--- src/logic/ram_consts.svh ---
// Register offsets, field positions and reset values of the memory block
`ifndef RAM_CONSTS_SVH
`define RAM_CONSTS_SVH

// Register byte offsets
`define RAM_CTRL_OFS 8'h00
`define RAM_THR_OFS 8'h04
`define RAM_STAT_OFS 8'h08
`define RAM_IRQ_STAT_OFS 8'h0C
`define RAM_IRQ_MASK_OFS 8'h10

// Control register fields
`define RAM_CTRL_MODE_LSB 0
`define RAM_CTRL_WR_ASYNC_BIT 2
`define RAM_CTRL_PAR_ODD_BIT 3
`define RAM_CTRL_PAR_GEN_BIT 4
`define RAM_CTRL_FIFO_EN_BIT 5

// Status register fields
`define RAM_STAT_EMPTY_BIT 0
`define RAM_STAT_FULL_BIT 1
`define RAM_STAT_EQ_BIT 2
`define RAM_STAT_GE_BIT 3
`define RAM_STAT_CNT_LSB 8

// Interrupt status and mask bits
`define RAM_IRQ_RPE_BIT 0
`define RAM_IRQ_WPE_BIT 1
`define RAM_IRQ_FULL_BIT 2
`define RAM_IRQ_EMPTY_BIT 3
`define RAM_IRQ_OVF_BIT 4
`define RAM_IRQ_W 5

// Reset values
`define RAM_CTRL_RST 6'h00
`define RAM_THR_RST 9'h080
`define RAM_IRQ_MASK_RST 5'h00
// Idle levels of the six strobe pins: clocks low, active-low strobes high
`define RAM_CTL_PIN_RST 6'h0F

`endif

--- src/logic/ram_types_pkg.sv ---
// Types shared by the two-port memory block
package ram_types_pkg;

   // Read port timing modes
   typedef enum logic [1:0] {
      RD_TRANSPARENT = 2'b00,
      RD_PIPELINED = 2'b01,
      RD_ASYNC_ADDR = 2'b10,
      RD_ASYNC_PULSE = 2'b11
   } rd_mode_t;

endpackage : ram_types_pkg

--- src/logic/parity_unit.sv ---
// Parity generation and checking for one data word
module parity_unit #(
   parameter int DATA_W = 9
) (
   // Word and settings
   input wire logic [DATA_W-1:0] data_i,
   input wire logic odd_i,
   input wire logic gen_i,
   // Results
   output logic [DATA_W-1:0] word_o,
   output logic err_o
);

   logic gen_bit;

   // Top bit makes the total count of ones odd or even
   assign gen_bit = (^data_i[DATA_W-2:0]) ^ odd_i;
   assign word_o = gen_i ? {gen_bit, data_i[DATA_W-2:0]} : data_i;
   // No check while generating: the result would be meaningless
   assign err_o = ~gen_i & ((^data_i) != odd_i);

endmodule : parity_unit

--- src/logic/pin_sync.sv ---
// Three-stage pin synchroniser with agreement filter and edge pulses
module pin_sync #(
   parameter int WIDTH = 1,
   parameter logic [WIDTH-1:0] RST_VAL = '0
) (
   // Clock and reset
   input wire logic clk_i,
   input wire logic rst_n_i,
   // Raw pins
   input wire logic [WIDTH-1:0] pin_i,
   // Filtered level and edges
   output logic [WIDTH-1:0] level_o,
   output logic [WIDTH-1:0] rise_o,
   output logic [WIDTH-1:0] fall_o
);

   logic [WIDTH-1:0] s1_q;
   logic [WIDTH-1:0] s2_q;
   logic [WIDTH-1:0] s3_q;
   logic [WIDTH-1:0] lvl_q;
   logic [WIDTH-1:0] agree;

   // A change counts only once stages two and three agree
   assign agree = ~(s2_q ^ s3_q);
   assign rise_o = agree & s3_q & ~lvl_q;
   assign fall_o = agree & ~s3_q & lvl_q;
   assign level_o = lvl_q;

   // Stage one feeds stage two only
   always_ff @(posedge clk_i or negedge rst_n_i) begin
      if (!rst_n_i) begin
         s1_q <= RST_VAL;
         s2_q <= RST_VAL;
         s3_q <= RST_VAL;
         lvl_q <= RST_VAL;
      end else begin
         s1_q <= pin_i;
         s2_q <= s1_q;
         s3_q <= s2_q;
         lvl_q <= (agree & s3_q) | (~agree & lvl_q);
      end
   end

endmodule : pin_sync

--- src/logic/two_port_ram_fifo.sv ---
// Two-port RAM/FIFO block with parity, sampled user ports, register file
`include "ram_consts.svh"

module two_port_ram_fifo #(
   parameter int ADDR_W = 8,
   parameter int DATA_W = 9
) (
   // Clock and reset
   input wire logic core_clk_i,
   input wire logic nrst_i,
   // Write port pins
   input wire logic write_clock_i,
   input wire logic write_block_select_n_i,
   input wire logic write_pulse_n_i,
   input wire logic [ADDR_W-1:0] write_addr_i,
   input wire logic [DATA_W-1:0] write_data_in_i,
   // Read port pins
   input wire logic read_clock_i,
   input wire logic read_block_select_n_i,
   input wire logic read_pulse_n_i,
   input wire logic [ADDR_W-1:0] read_addr_i,
   // Read results and write parity error
   output logic [DATA_W-1:0] read_data_o,
   output logic read_parity_error_o,
   output logic write_parity_error_o,
   // FIFO flags
   output logic fifo_empty_o,
   output logic fifo_full_o,
   output logic threshold_equal_flag_o,
   output logic threshold_at_or_above_flag_o,
   // Register port
   input wire logic [7:0] reg_addr_i,
   input wire logic [31:0] reg_wdata_i,
   input wire logic reg_wr_i,
   input wire logic reg_rd_i,
   output logic [31:0] reg_rdata_o,
   // Interrupt
   output logic irq_o
);

   localparam int DEPTH = 1 << ADDR_W;
   localparam int CW = ADDR_W + 1;

   // Parameter check
   generate
      if (ADDR_W < 1 || ADDR_W > 12 || DATA_W < 2 || DATA_W > 16) begin : g_bad
         $error("two_port_ram_fifo: unsupported ADDR_W or DATA_W");
      end
   endgenerate

   // Reset release through two flip-flops
   logic rst_s1_q;
   logic rst_n_q;
   always_ff @(posedge core_clk_i or negedge nrst_i) begin
      if (!nrst_i) begin
         rst_s1_q <= 1'b0;
         rst_n_q <= 1'b0;
      end else begin
         rst_s1_q <= 1'b1;
         rst_n_q <= rst_s1_q;
      end
   end

   // Pin sampling; bus and strobes share the filter delay, so a user
   // must hold address and data stable around the strobe edges
   logic [5:0] ctl_lvl;
   logic [5:0] ctl_rise;
   logic [5:0] ctl_fall;
   logic [2*ADDR_W+DATA_W-1:0] bus_lvl;
   pin_sync #(.WIDTH(6), .RST_VAL(`RAM_CTL_PIN_RST)) u_ctl_sync (
      .clk_i(core_clk_i),
      .rst_n_i(rst_n_q),
      .pin_i({write_clock_i, read_clock_i, write_block_select_n_i,
              write_pulse_n_i, read_block_select_n_i, read_pulse_n_i}),
      .level_o(ctl_lvl),
      .rise_o(ctl_rise),
      .fall_o(ctl_fall)
   );
   pin_sync #(.WIDTH(2*ADDR_W+DATA_W)) u_bus_sync (
      .clk_i(core_clk_i),
      .rst_n_i(rst_n_q),
      .pin_i({write_addr_i, read_addr_i, write_data_in_i}),
      .level_o(bus_lvl),
      .rise_o(),
      .fall_o()
   );

   // Named views of the sampled pins
   wire wclk_rise = ctl_rise[5];
   wire rclk_rise = ctl_rise[4];
   wire rclk_fall = ctl_fall[4];
   wire wsel_n = ctl_lvl[3];
   wire wpulse_n = ctl_lvl[2];
   wire wpulse_rise = ctl_rise[2];
   wire rsel_n = ctl_lvl[1];
   wire rpulse_n = ctl_lvl[0];
   wire rpulse_fall = ctl_fall[0];
   wire [ADDR_W-1:0] write_addr_s = bus_lvl[2*ADDR_W+DATA_W-1 -: ADDR_W];
   wire [ADDR_W-1:0] read_addr_s = bus_lvl[ADDR_W+DATA_W-1 -: ADDR_W];
   wire [DATA_W-1:0] wdata_s = bus_lvl[DATA_W-1:0];

   // Control registers
   ram_types_pkg::rd_mode_t rd_mode_q;
   logic wr_async_q;
   logic par_odd_q;
   logic par_gen_q;
   logic fifo_en_q;
   logic [CW-1:0] thr_q;
   logic [`RAM_IRQ_W-1:0] mask_q;
   logic [`RAM_IRQ_W-1:0] irq_stat_q;
   logic [`RAM_IRQ_W-1:0] irq_stat_d;

   // Memory and FIFO state
   logic [DATA_W-1:0] mem [DEPTH];
   logic [ADDR_W-1:0] wptr_q;
   logic [ADDR_W-1:0] rptr_q;
   logic [CW-1:0] cnt_q;
   logic [ADDR_W-1:0] cap_addr_q;
   logic [DATA_W-1:0] cap_data_q;
   logic cap_v_q;

   // FIFO occupancy as seen by the core logic
   wire full_now = (cnt_q == CW'(DEPTH));
   wire empty_now = (cnt_q == '0);

   // Write request: write clock edge or rising write pulse
   wire wr_access = ~wsel_n & ~wpulse_n;
   wire wr_req_sync = ~wr_async_q & wclk_rise & wr_access;
   wire wr_req_async = wr_async_q & wpulse_rise & cap_v_q;
   wire wr_req = wr_req_sync | wr_req_async;
   wire wr_commit = wr_req & (~fifo_en_q | ~full_now);
   wire wr_overflow = wr_req & fifo_en_q & full_now;
   wire [DATA_W-1:0] wr_src = wr_async_q ? cap_data_q : wdata_s;
   wire [ADDR_W-1:0] wr_addr_c = fifo_en_q ? wptr_q :
                                 (wr_async_q ? cap_addr_q : write_addr_s);
   logic [DATA_W-1:0] wr_word_c;
   logic wr_chk_err;

   // Write side parity generation and check
   parity_unit #(.DATA_W(DATA_W)) u_wr_par (
      .data_i(wr_src),
      .odd_i(par_odd_q),
      .gen_i(par_gen_q),
      .word_o(wr_word_c),
      .err_o(wr_chk_err)
   );

   // Read address and word, with write-through on a same-address collision
   wire [ADDR_W-1:0] rd_addr_eff = fifo_en_q ? rptr_q : read_addr_s;
   wire wr_hit = wr_commit & (wr_addr_c == rd_addr_eff);
   wire [DATA_W-1:0] mem_word = mem[rd_addr_eff];
   wire [DATA_W-1:0] rd_word = wr_hit ? wr_word_c : mem_word;
   wire rd_active = ~rsel_n & ~rpulse_n;
   logic rd_chk_err;

   // Read side parity check only
   parity_unit #(.DATA_W(DATA_W)) u_rd_par (
      .data_i(rd_word),
      .odd_i(par_odd_q),
      .gen_i(1'b0),
      .word_o(),
      .err_o(rd_chk_err)
   );

   // Read acceptance per mode
   logic rd_take_ram;
   always_comb begin
      unique case (rd_mode_q)
         ram_types_pkg::RD_TRANSPARENT: rd_take_ram = rclk_rise & rd_active;
         ram_types_pkg::RD_PIPELINED: rd_take_ram = rclk_rise & rd_active;
         ram_types_pkg::RD_ASYNC_ADDR: rd_take_ram = rd_active;
         ram_types_pkg::RD_ASYNC_PULSE: begin
            rd_take_ram = (rpulse_fall & ~rsel_n) |
                          (rd_active & wr_hit);
         end
      endcase
   end
   // FIFO reads always go by the read clock edge
   wire rd_fifo_take = rclk_rise & rd_active & ~empty_now;
   wire rd_take = fifo_en_q ? rd_fifo_take : rd_take_ram;
   wire pipe_mode = (rd_mode_q == ram_types_pkg::RD_PIPELINED);
   wire push = fifo_en_q & wr_commit;
   wire pop = fifo_en_q & rd_take;

   // Memory array has no reset, like the hard block it models
   always_ff @(posedge core_clk_i) begin
      if (wr_commit) begin
         mem[wr_addr_c] <= wr_word_c;
      end
   end

   // Async write captures address and data each cycle while select and pulse are both low
   always_ff @(posedge core_clk_i or negedge rst_n_q) begin
      if (!rst_n_q) begin
         cap_addr_q <= '0;
         cap_data_q <= '0;
         cap_v_q <= 1'b0;
      end else if (wr_access) begin
         cap_addr_q <= write_addr_s;
         cap_data_q <= wdata_s;
         cap_v_q <= 1'b1;
      end else begin
         // Select lifted mid-strobe drops the pending write
         cap_v_q <= 1'b0;
      end
   end

   // Write parity result, forced low while generating
   always_ff @(posedge core_clk_i or negedge rst_n_q) begin
      if (!rst_n_q) begin
         write_parity_error_o <= 1'b0;
      end else if (wr_req) begin
         write_parity_error_o <= wr_chk_err;
      end
   end

   // Read output path: direct or through the pipeline stage
   logic [DATA_W-1:0] stage_q;
   logic stage_rpe_q;
   logic stage_v_q;
   always_ff @(posedge core_clk_i or negedge rst_n_q) begin
      if (!rst_n_q) begin
         stage_q <= '0;
         stage_rpe_q <= 1'b0;
         stage_v_q <= 1'b0;
         read_data_o <= '0;
         read_parity_error_o <= 1'b0;
      end else if (pipe_mode) begin
         if (rclk_rise) begin
            stage_q <= rd_word;
            stage_rpe_q <= rd_chk_err;
            stage_v_q <= rd_take;
            if (stage_v_q) begin
               read_data_o <= stage_q;
               read_parity_error_o <= stage_rpe_q;
            end
         end
      end else if (rd_take) begin
         read_data_o <= rd_word;
         read_parity_error_o <= rd_chk_err;
         stage_v_q <= 1'b0;
      end
   end

   // FIFO pointers and count
   always_ff @(posedge core_clk_i or negedge rst_n_q) begin
      if (!rst_n_q) begin
         wptr_q <= '0;
         rptr_q <= '0;
         cnt_q <= '0;
      end else if (!fifo_en_q) begin
         wptr_q <= '0;
         rptr_q <= '0;
         cnt_q <= '0;
      end else begin
         wptr_q <= wptr_q + ADDR_W'(push);
         rptr_q <= rptr_q + ADDR_W'(pop);
         cnt_q <= cnt_q + CW'(push) - CW'(pop);
      end
   end

   // Flags move only on the falling read clock edge
   always_ff @(posedge core_clk_i or negedge rst_n_q) begin
      if (!rst_n_q) begin
         fifo_empty_o <= 1'b1;
         fifo_full_o <= 1'b0;
         threshold_equal_flag_o <= 1'b0;
         threshold_at_or_above_flag_o <= 1'b0;
      end else if (rclk_fall) begin
         fifo_empty_o <= empty_now;
         fifo_full_o <= full_now;
         threshold_equal_flag_o <= (cnt_q == thr_q);
         threshold_at_or_above_flag_o <= (cnt_q >= thr_q);
      end
   end

   // Register decode
   wire sel_ctrl = (reg_addr_i == `RAM_CTRL_OFS);
   wire sel_thr = (reg_addr_i == `RAM_THR_OFS);
   wire sel_stat = (reg_addr_i == `RAM_STAT_OFS);
   wire sel_istat = (reg_addr_i == `RAM_IRQ_STAT_OFS);
   wire sel_mask = (reg_addr_i == `RAM_IRQ_MASK_OFS);
   wire [31:0] ctrl_rd = 32'({fifo_en_q, par_gen_q, par_odd_q, wr_async_q,
                              rd_mode_q});
   wire [31:0] stat_rd = (32'(cnt_q) << `RAM_STAT_CNT_LSB) |
                         32'({threshold_at_or_above_flag_o,
                              threshold_equal_flag_o, fifo_full_o,
                              fifo_empty_o});
   // Unmapped offsets read as zero
   wire [31:0] rd_mux = sel_ctrl ? ctrl_rd :
                        sel_thr ? 32'(thr_q) :
                        sel_stat ? stat_rd :
                        sel_istat ? 32'(irq_stat_q) :
                        sel_mask ? 32'(mask_q) : 32'h0000_0000;

   // Events: read error, write error, went full, went empty, overflow
   wire [`RAM_IRQ_W-1:0] irq_evt = {wr_overflow,
                                    rclk_fall & empty_now & ~fifo_empty_o,
                                    rclk_fall & full_now & ~fifo_full_o,
                                    wr_req & wr_chk_err,
                                    rd_take & rd_chk_err};
   // Read clears, but an event in the same cycle wins
   wire istat_clr = reg_rd_i & sel_istat;
   assign irq_stat_d = (istat_clr ? '0 : irq_stat_q) | irq_evt;

   // Register writes
   always_ff @(posedge core_clk_i or negedge rst_n_q) begin
      if (!rst_n_q) begin
         {fifo_en_q, par_gen_q, par_odd_q, wr_async_q} <=
            4'(`RAM_CTRL_RST >> 2);
         rd_mode_q <= ram_types_pkg::RD_TRANSPARENT;
         thr_q <= CW'(`RAM_THR_RST);
         mask_q <= `RAM_IRQ_MASK_RST;
      end else if (reg_wr_i) begin
         if (sel_ctrl) begin
            rd_mode_q <= ram_types_pkg::rd_mode_t'(reg_wdata_i[1:0]);
            wr_async_q <= reg_wdata_i[`RAM_CTRL_WR_ASYNC_BIT];
            par_odd_q <= reg_wdata_i[`RAM_CTRL_PAR_ODD_BIT];
            par_gen_q <= reg_wdata_i[`RAM_CTRL_PAR_GEN_BIT];
            fifo_en_q <= reg_wdata_i[`RAM_CTRL_FIFO_EN_BIT];
         end
         if (sel_thr) begin
            thr_q <= reg_wdata_i[CW-1:0];
         end
         if (sel_mask) begin
            mask_q <= reg_wdata_i[`RAM_IRQ_W-1:0];
         end
      end
   end

   // Read data, interrupt status and interrupt line
   always_ff @(posedge core_clk_i or negedge rst_n_q) begin
      if (!rst_n_q) begin
         reg_rdata_o <= 32'h0000_0000;
         irq_stat_q <= '0;
         irq_o <= 1'b0;
      end else begin
         reg_rdata_o <= reg_rd_i ? rd_mux : 32'h0000_0000;
         irq_stat_q <= irq_stat_d;
         irq_o <= |(irq_stat_d & mask_q);
      end
   end
endmodule : two_port_ram_fifo

--- config.mk ---
export PLATFORM = sky130hd
export DESIGN_NAME = two_port_ram_fifo
export DESIGN_NICKNAME = d
export VERILOG_FILES = /design/src/logic/ram_types_pkg.sv /design/src/logic/parity_unit.sv /design/src/logic/pin_sync.sv /design/src/logic/two_port_ram_fifo.sv
export VERILOG_INCLUDE_DIRS = /design/src /design/src/logic
export SDC_FILE = /design/constraint.sdc
export NUM_CORES = 2
export LEC_CHECK = 0
export BUFFER_PORTS_ARGS = -buffer_cell sky130_fd_sc_hd__buf_2
export CORE_MARGIN = 1.5
export CORE_UTILIZATION = 45
export DETAILED_ROUTE_END_ITERATION = 10
export GPL_ROUTABILITY_DRIVEN = 0
export PLACE_DENSITY_LB_ADDON = 0.25
export SYNTH_ARGS = -nofsm -noshare
export SYNTH_HDL_FRONTEND = slang
export SYNTH_HIERARCHICAL = 1
export SYNTH_SLANG_ARGS = --single-unit
--- constraint.sdc ---
create_clock -name core_clk_i -period 6.87 [get_ports core_clk_i]
set_input_delay 0.687 -clock core_clk_i [delete_from_list [all_inputs] [get_ports core_clk_i]]
set_output_delay 0.687 -clock core_clk_i [all_outputs]
set_load 0.01 [all_outputs]
## Word level (Yosys, flattened, before mapping)

Memory sizes are Yosys's and may differ from the RTL's.
Cells that the tools add are included.

- Reductions and logical operators: 15
- Add/sub/neg operators: 4
- Magnitude comparators: 1
- Equal/unequal tests: 14
- Bitwise operators: 59
- Mux-type cells: 32

Operator list:

| kind | number |
|---|---|
| $mux 9 | 8 |
| $mux 17 | 4 |
| $and 25x25->25 | 2 |
| $not 25->25 | 2 |
| $mux 8 | 5 |
| $or 25x25->25 | 1 |
| $xor 25x25->25 | 1 |
| $and 1x1->1 | 24 |
| $and 6x6->6 | 3 |
| $not 6->6 | 3 |
| $reduce_xor 9->1 | 2 |
| $or 17x4->17 | 1 |
| $add 8x1->8 | 2 |
| $eq 8x4->1 const B | 2 |
| $and 5x5->5 | 3 |
| $mux 5 | 3 |
| $mux 1 | 11 |
| $not 1->1 | 11 |
| $reduce_and 2->1 | 5 |
| $add 9x1->9 | 1 |
| $eq 9x9->1 | 1 |
| $eq 9x9->1 const B | 1 |
| $ge 9x9->1 | 1 |
| $logic_not 9->1 | 1 |
| other kinds (23) | 27 |

- Input bits: 75
- Output and inout bits: 48
- Word-level logic and storage cells: 162
- Memories: 1
- Bits in registers: 238
- RAM bits: 2304

Memories:

| memory | depth | bits a word | rd ports | clocked after Yosys merged registers in | wr ports | RTL line | source |
|---|---|---|---|---|---|---|---|
| mem | 256 | 9 | 1 | 0 | 1 | two_port_ram_fifo.sv:114 | `logic [DATA_W-1:0] mem [DEPTH];` |

## Depth between registers and ports, before layout

- Word-level depth: 17
- Mapped depth: 23
- Depth with buffers taken out: 18

## Modules after synthesis

Netlist, hierarchy kept.

By module, submodules not included:

| module | area each (µm²) | times used | seq. area each (µm²) | cells each |
|---|---|---|---|---|
| two_port_ram_fifo | 96410.0 | 1 | 72041.6 | 5953 |
| pin_sync (u_bus_sync) | 4003.8 | 1 | 2502.4 | 275 |
| pin_sync (u_ctl_sync) | 980.9 | 1 | 620.6 | 66 |
| parity_unit | 181.4 | 2 | 0.0 | 18 |

## Worst setup path before layout

Ideal clock, no wire load.

- Path kind: flip-flop to flip-flop
- From: register wr_async_q
- To: register irq_o
- Library setup time: 0.064 ns
- Setup slack: 1.492 ns
- Arrival time: 5.314 ns
- Stages on the path, launching flop included: 16
- Clock period less this slack: 5.378 ns
- Data required time: 6.806 ns
- Path buffers: 2
- Path through: dfrtp_1 buf_2 buf_1 mux2_2 xnor2_1 xnor3_1 xnor2_1 mux2_2 nor2_1 a41oi_1 o21a_1 xor3_1 nor2_1 o21ai_0 o21ai_0 a21o_1

- Elaborated cells between the ends (all ways): 32
- Those cells by class: 3 x eq/ne; 7 x mux; 18 x bitwise; 4 x reduce/logical

RTL lines:

| element | RTL line | source |
|---|---|---|
| from (decl) | two_port_ram_fifo.sv:104 | `logic wr_async_q;` |
| from (signal assigned) | two_port_ram_fifo.sv:309 | `{fifo_en_q, par_gen_q, par_odd_q, wr_async_q} <=` |
| from (signal assigned) | two_port_ram_fifo.sv:317 | `` wr_async_q <= reg_wdata_i[`RAM_CTRL_WR_ASYNC_BIT]; `` |
| $mux 9 | two_port_ram_fifo.sv:133 | `wire [DATA_W-1:0] wr_src = wr_async_q ? cap_data_q : wdata_s;` |
| net wr_src[4] | two_port_ram_fifo.sv:133 |  |
| $reduce_xor 8->1 | parity_unit.sv:17 | `assign gen_bit = (^data_i[DATA_W-2:0]) ^ odd_i;` |
| $xor 1x1->1 | parity_unit.sv:17 |  |
| $mux 9 | parity_unit.sv:18 | `assign word_o = gen_i ? {gen_bit, data_i[DATA_W-2:0]} : data_i;` |
| net wr_word_c[8] | two_port_ram_fifo.sv:136 | `logic [DATA_W-1:0] wr_word_c;` |
| $mux 9 | two_port_ram_fifo.sv:152 | `wire [DATA_W-1:0] rd_word = wr_hit ? wr_word_c : mem_word;` |
| net rd_word[8] | two_port_ram_fifo.sv:152 |  |
| $reduce_xor 9->1 | parity_unit.sv:20 | `assign err_o = ~gen_i & ((^data_i) != odd_i);` |
| $ne 1x1->1 | parity_unit.sv:20 |  |
| net rd_chk_err | two_port_ram_fifo.sv:154 | `logic rd_chk_err;` |
| $and 1x1->1 | two_port_ram_fifo.sv:301 | `rd_take & rd_chk_err};` |
| $or 5x5->5 | two_port_ram_fifo.sv:304 | `assign irq_stat_d = (istat_clr ? '0 : irq_stat_q) \| irq_evt;` |
| net irq_stat_d[0] | two_port_ram_fifo.sv:111 | `` logic [`RAM_IRQ_W-1:0] irq_stat_d; `` |
| $and 5x5->5 | two_port_ram_fifo.sv:340 | `irq_o <= \|(irq_stat_d & mask_q);` |
| $reduce_or 5->1 | two_port_ram_fifo.sv:340 |  |
| to (signal assigned) | two_port_ram_fifo.sv:340 |  |
| to (decl) | two_port_ram_fifo.sv:38 | `output logic irq_o` |

The timed path passes the listed nets, and every way through them passes these cells.
A chain may end at the register's enable or synchronous reset.

## Final worst setup path

- From: register fifo_en_q
- To: register irq_o

- Elaborated cells between the ends (all ways): 21
- Those cells by class: 2 x eq/ne; 5 x mux; 11 x bitwise; 2 x reduce/logical; 1 x memory

RTL lines:

| element | RTL line | source |
|---|---|---|
| from (decl) | two_port_ram_fifo.sv:107 | `logic fifo_en_q;` |
| from (signal assigned) | two_port_ram_fifo.sv:309 |  |
| from (signal assigned) | two_port_ram_fifo.sv:320 | `` fifo_en_q <= reg_wdata_i[`RAM_CTRL_FIFO_EN_BIT]; `` |
| parallel branches: the longest is 4 deep, another holds $mem_v2 256x9 | -- |  |
| $mux 9 (*) | two_port_ram_fifo.sv:152 |  |
| net rd_word[7] | two_port_ram_fifo.sv:152 |  |
| $reduce_xor 9->1 (*) | parity_unit.sv:20 |  |
| $ne 1x1->1 (*) | parity_unit.sv:20 |  |
| net rd_chk_err | two_port_ram_fifo.sv:154 |  |
| $and 1x1->1 (*) | two_port_ram_fifo.sv:301 |  |
| $or 5x5->5 (*) | two_port_ram_fifo.sv:304 |  |
| net irq_stat_d[0] | two_port_ram_fifo.sv:111 |  |
| $and 5x5->5 (*) | two_port_ram_fifo.sv:340 |  |
| $reduce_or 5->1 (*) | two_port_ram_fifo.sv:340 |  |

Mark *: on every way through the listed nets, which the timed path passes.

==> flow_metrics.py <==
metrics = {
    "status": {
        "status": "complete, but fails checks",
        "failed_checks": "capacitance limit, slew limit",
    },
    "sta": {
        "fin_crit_ns": 6.658,
        "setup_viol": 0,
        "fin_ws_ns": 0.2123,
        "finalCritPeriodShare_pct": 96.91,
        "final-max-slew-violation-count": 11,
        "worst_pin_slew_ns": 1.518,
        "finalHoldViolCount": 0,
        "finClkSkew_ns": 0.06585,
        "relSlewSlack_pct": -1.547,
        "setup_tns_ns": 0,
        "holdWs_ns": 0.06664,
        "fmax_mhz": 150.2,
        "rsz0062_at_grt": "no",
    },
    "synthesis": {
        "yosysWarnings": 6,
        "avgSynthCellArea_um2": 16.19,
        "netlist_instances": 6235,
        "syn-cell-area_um2": 101000,
    },
    "setup_path": {
        "cp-end-kind": "flip-flop",
        "r2r_start": "fifo_en_q",
        "path_class": "reg -> reg",
        "crit_path_cell_trace": "mux2_8, buf_4, mux4_2, a2111oi_0, nor3_1, nor3_1, o211ai_1, o211ai_2, inv_1, xnor2_1, xnor3_1, xor3_1, nor2_1, o21ai_0, o21ai_0, a21o_1",
        "cp_max_fo": 38,
        "max_stage_delay_ns": 0.88,
        "arrival_ns": 7.49,
        "reg2reg_to": "irq_o",
        "required_ns": 7.70,
        "reg2reg_slack_ns": 0.21,
        "rr_worst_depth": 16,
        "cp-start-kind": "flip-flop",
        "cp_slowest_cell": "a2111oi_0",
    },
    "worst_hold_path": {
        "min_delay_path_depth": 2,
        "min_to": "thr_q[5]",
        "hold_path_startpoint": "reg_wdata_i[5]",
        "hp-class": "in -> reg",
    },
    "clock_network": {
        "cts.clk_slew.worst_paths_ns": 0.06,
        "cts_root_buf": "clkbuf_16",
        "cts_buffer_depth": 4,
        "cts_made_buffers": 275,
        "insertion_delay_ns": 0.95,
        "htreeDepth": 5,
        "cts_tree": "done",
        "holdBufCountCts": 35,
        "post_cts_buffers": 0,
        "cts_sinks": 2542,
        "cts_resized": 0,
    },
    "detailed_routing": {
        "wl_um": 281600,
        "wire_per_inst_um": 29.13,
        "drc_errors": 0,
        "ant_nets": 0,
        "drt_pass1_iterations": 6,
        "vias_per_cell": 5.953,
        "first_iter_violations": 7091,
        "num_vias": 57550,
    },
    "power_and_ir_drop": {
        "max-vdd-ir-drop_uv": 343.4,
        "power.total_mw": 37.48,
        "power_density_nw_per_um2": 327.4,
        "power_leakage_nw": 38.91,
    },
    "job": {
        "cap_viol_max_count": 2,
    },
    "grt": {
        "grt_max_degree": 193,
        "track_usage_pct": 24.45,
        "antenna_found_initial": 9,
        "grt.overflow.total": 0,
        "grt_pass1_vias": 56220,
        "grt_pass1_wl_um": 403900,
    },
    "die": {
        "die_y_um": 476.7,
        "dieArea_um2": 227200,
        "core_um2": 222700,
        "initial_core_util_pct": 45.33,
        "rows": 173,
        "boundaryPins": 123,
        "dieWidth_um": 476.7,
    },
    "placed_design": {
        "io_buffers": 84,
        "pre_cts_slack_ns": 0.4717,
        "place_hpwl_um": 170800,
    },
    "layout": {
        "drive_above_1_share_pct": 16.10,
        "fin_util_pct": 51.40,
        "num-nets-final": 6633,
        "register_area_um2": 75170,
        "fill_cells": 17970,
        "multi_input_area_um2": 23720,
        "area_growth_pct": 13.38,
    },
}
stage by stage:
step                      instance area [µm²]  cells
final                                  114500   9666
after CTS                              114500   9660
after detailed placement               105600   9161
after global placement                 105600   9161
after floorplan                        101000   6250
after global routing                   114500   9662
report_power, final:
part | switching (mW) | internal (mW)
sequential | 0.137 | 17.6
clock | 5.88 | 8.38
combinational | 3.83 | 1.71
total | 9.84 | 27.6
cell type report:
class                           instances  area share [%]
Sequential cell                      2542           65.66
Multi-Input combinational cell       3216           20.72
Tap cell                             2975           3.251
Inverter                              111          0.3639
Clock inverter                        110          0.9071
Antenna cell                            6         0.01312
Timing Repair Buffer                  352           2.573
Clock buffer                          354           6.516
placed cells by master (no fill, tap or decap), types with 19 or more instances in the layout:
cell and count:
buf_4 199, mux2_2 64, a211oi_1 19, a2111oi_0 38
dlygate4sd3_1 35, buf_2 84, mux4_2 234, bufinv_16 20
o221ai_1 43, xnor2_1 26, nor2_1 346, o211ai_1 23
o21ai_0 97, clkinv_1 41, dfrtp_1 218, mux2_4 31
a311oi_1 20, ha_1 59, a31oi_1 40, mux2i_1 357
o22ai_1 167, a21oi_1 253, inv_1 110, nand4_1 37
clkbuf_1 61, nor3_1 78, clkinv_2 37, nor4_1 44
clkbuf_16 284, nand3_1 177, and3_1 23, edfxtp_1 2304
buf_12 34, nand2_1 811
critical path, delay by kind of cell (launching register included):
family | cells | cell delay [ns]
simple gates | 3 | 0.99
buf+inv | 2 | 0.52
flops | 1 | 0.78
mux | 2 | 1.25
compound gates | 6 | 2.05
xor+xnor | 3 | 0.97
routing by layer:
layer / GRT usage [%] / vias to the layer above / routed length, µm / part of all wire [%]
li1: - / 24460 / - / -
met1: 33.95 / 29630 / 113300 / 40
met2: 38.06 / 2949 / 131000 / 47
met3: 5.351 / 505 / 27070 / 9.6
met4: 8.875 / 6 / 10210 / 3.6
met5: 0 / - / 29 / 0.010
worst max path at each step:
stage               start     to  cells after the start
2_1_floorplan  wr_async_q  irq_o                     15
3_3_place_gp    fifo_en_q  irq_o                     18
3_5_place_dp    fifo_en_q  irq_o                     18
4_1_cts         fifo_en_q  irq_o                     18
5_1_grt         fifo_en_q  irq_o                     16
6_report        fifo_en_q  irq_o                     16
state kept, by name (all words and copies together) (netlist names), 5 cells and up, named ones only:
| name | count |
|---|---|
| irq_stat_q | 5 |
| mem | 2304 |
| cnt_q | 9 |
| mask_q | 5 |
| u_bus_sync/s1_q | 25 |
| wptr_q | 8 |
| u_bus_sync/s2_q | 25 |
| cap_data_q | 9 |
| u_ctl_sync/s1_q | 6 |
| u_ctl_sync/s2_q | 6 |
| read_data_o | 9 |
| u_ctl_sync/s3_q | 6 |
| thr_q | 9 |
| stage_q | 9 |
| u_bus_sync/s3_q | 25 |
| reg_rdata_o | 17 |
| rptr_q | 8 |
| cap_addr_q | 8 |
(Power assumes the default switching activity.)
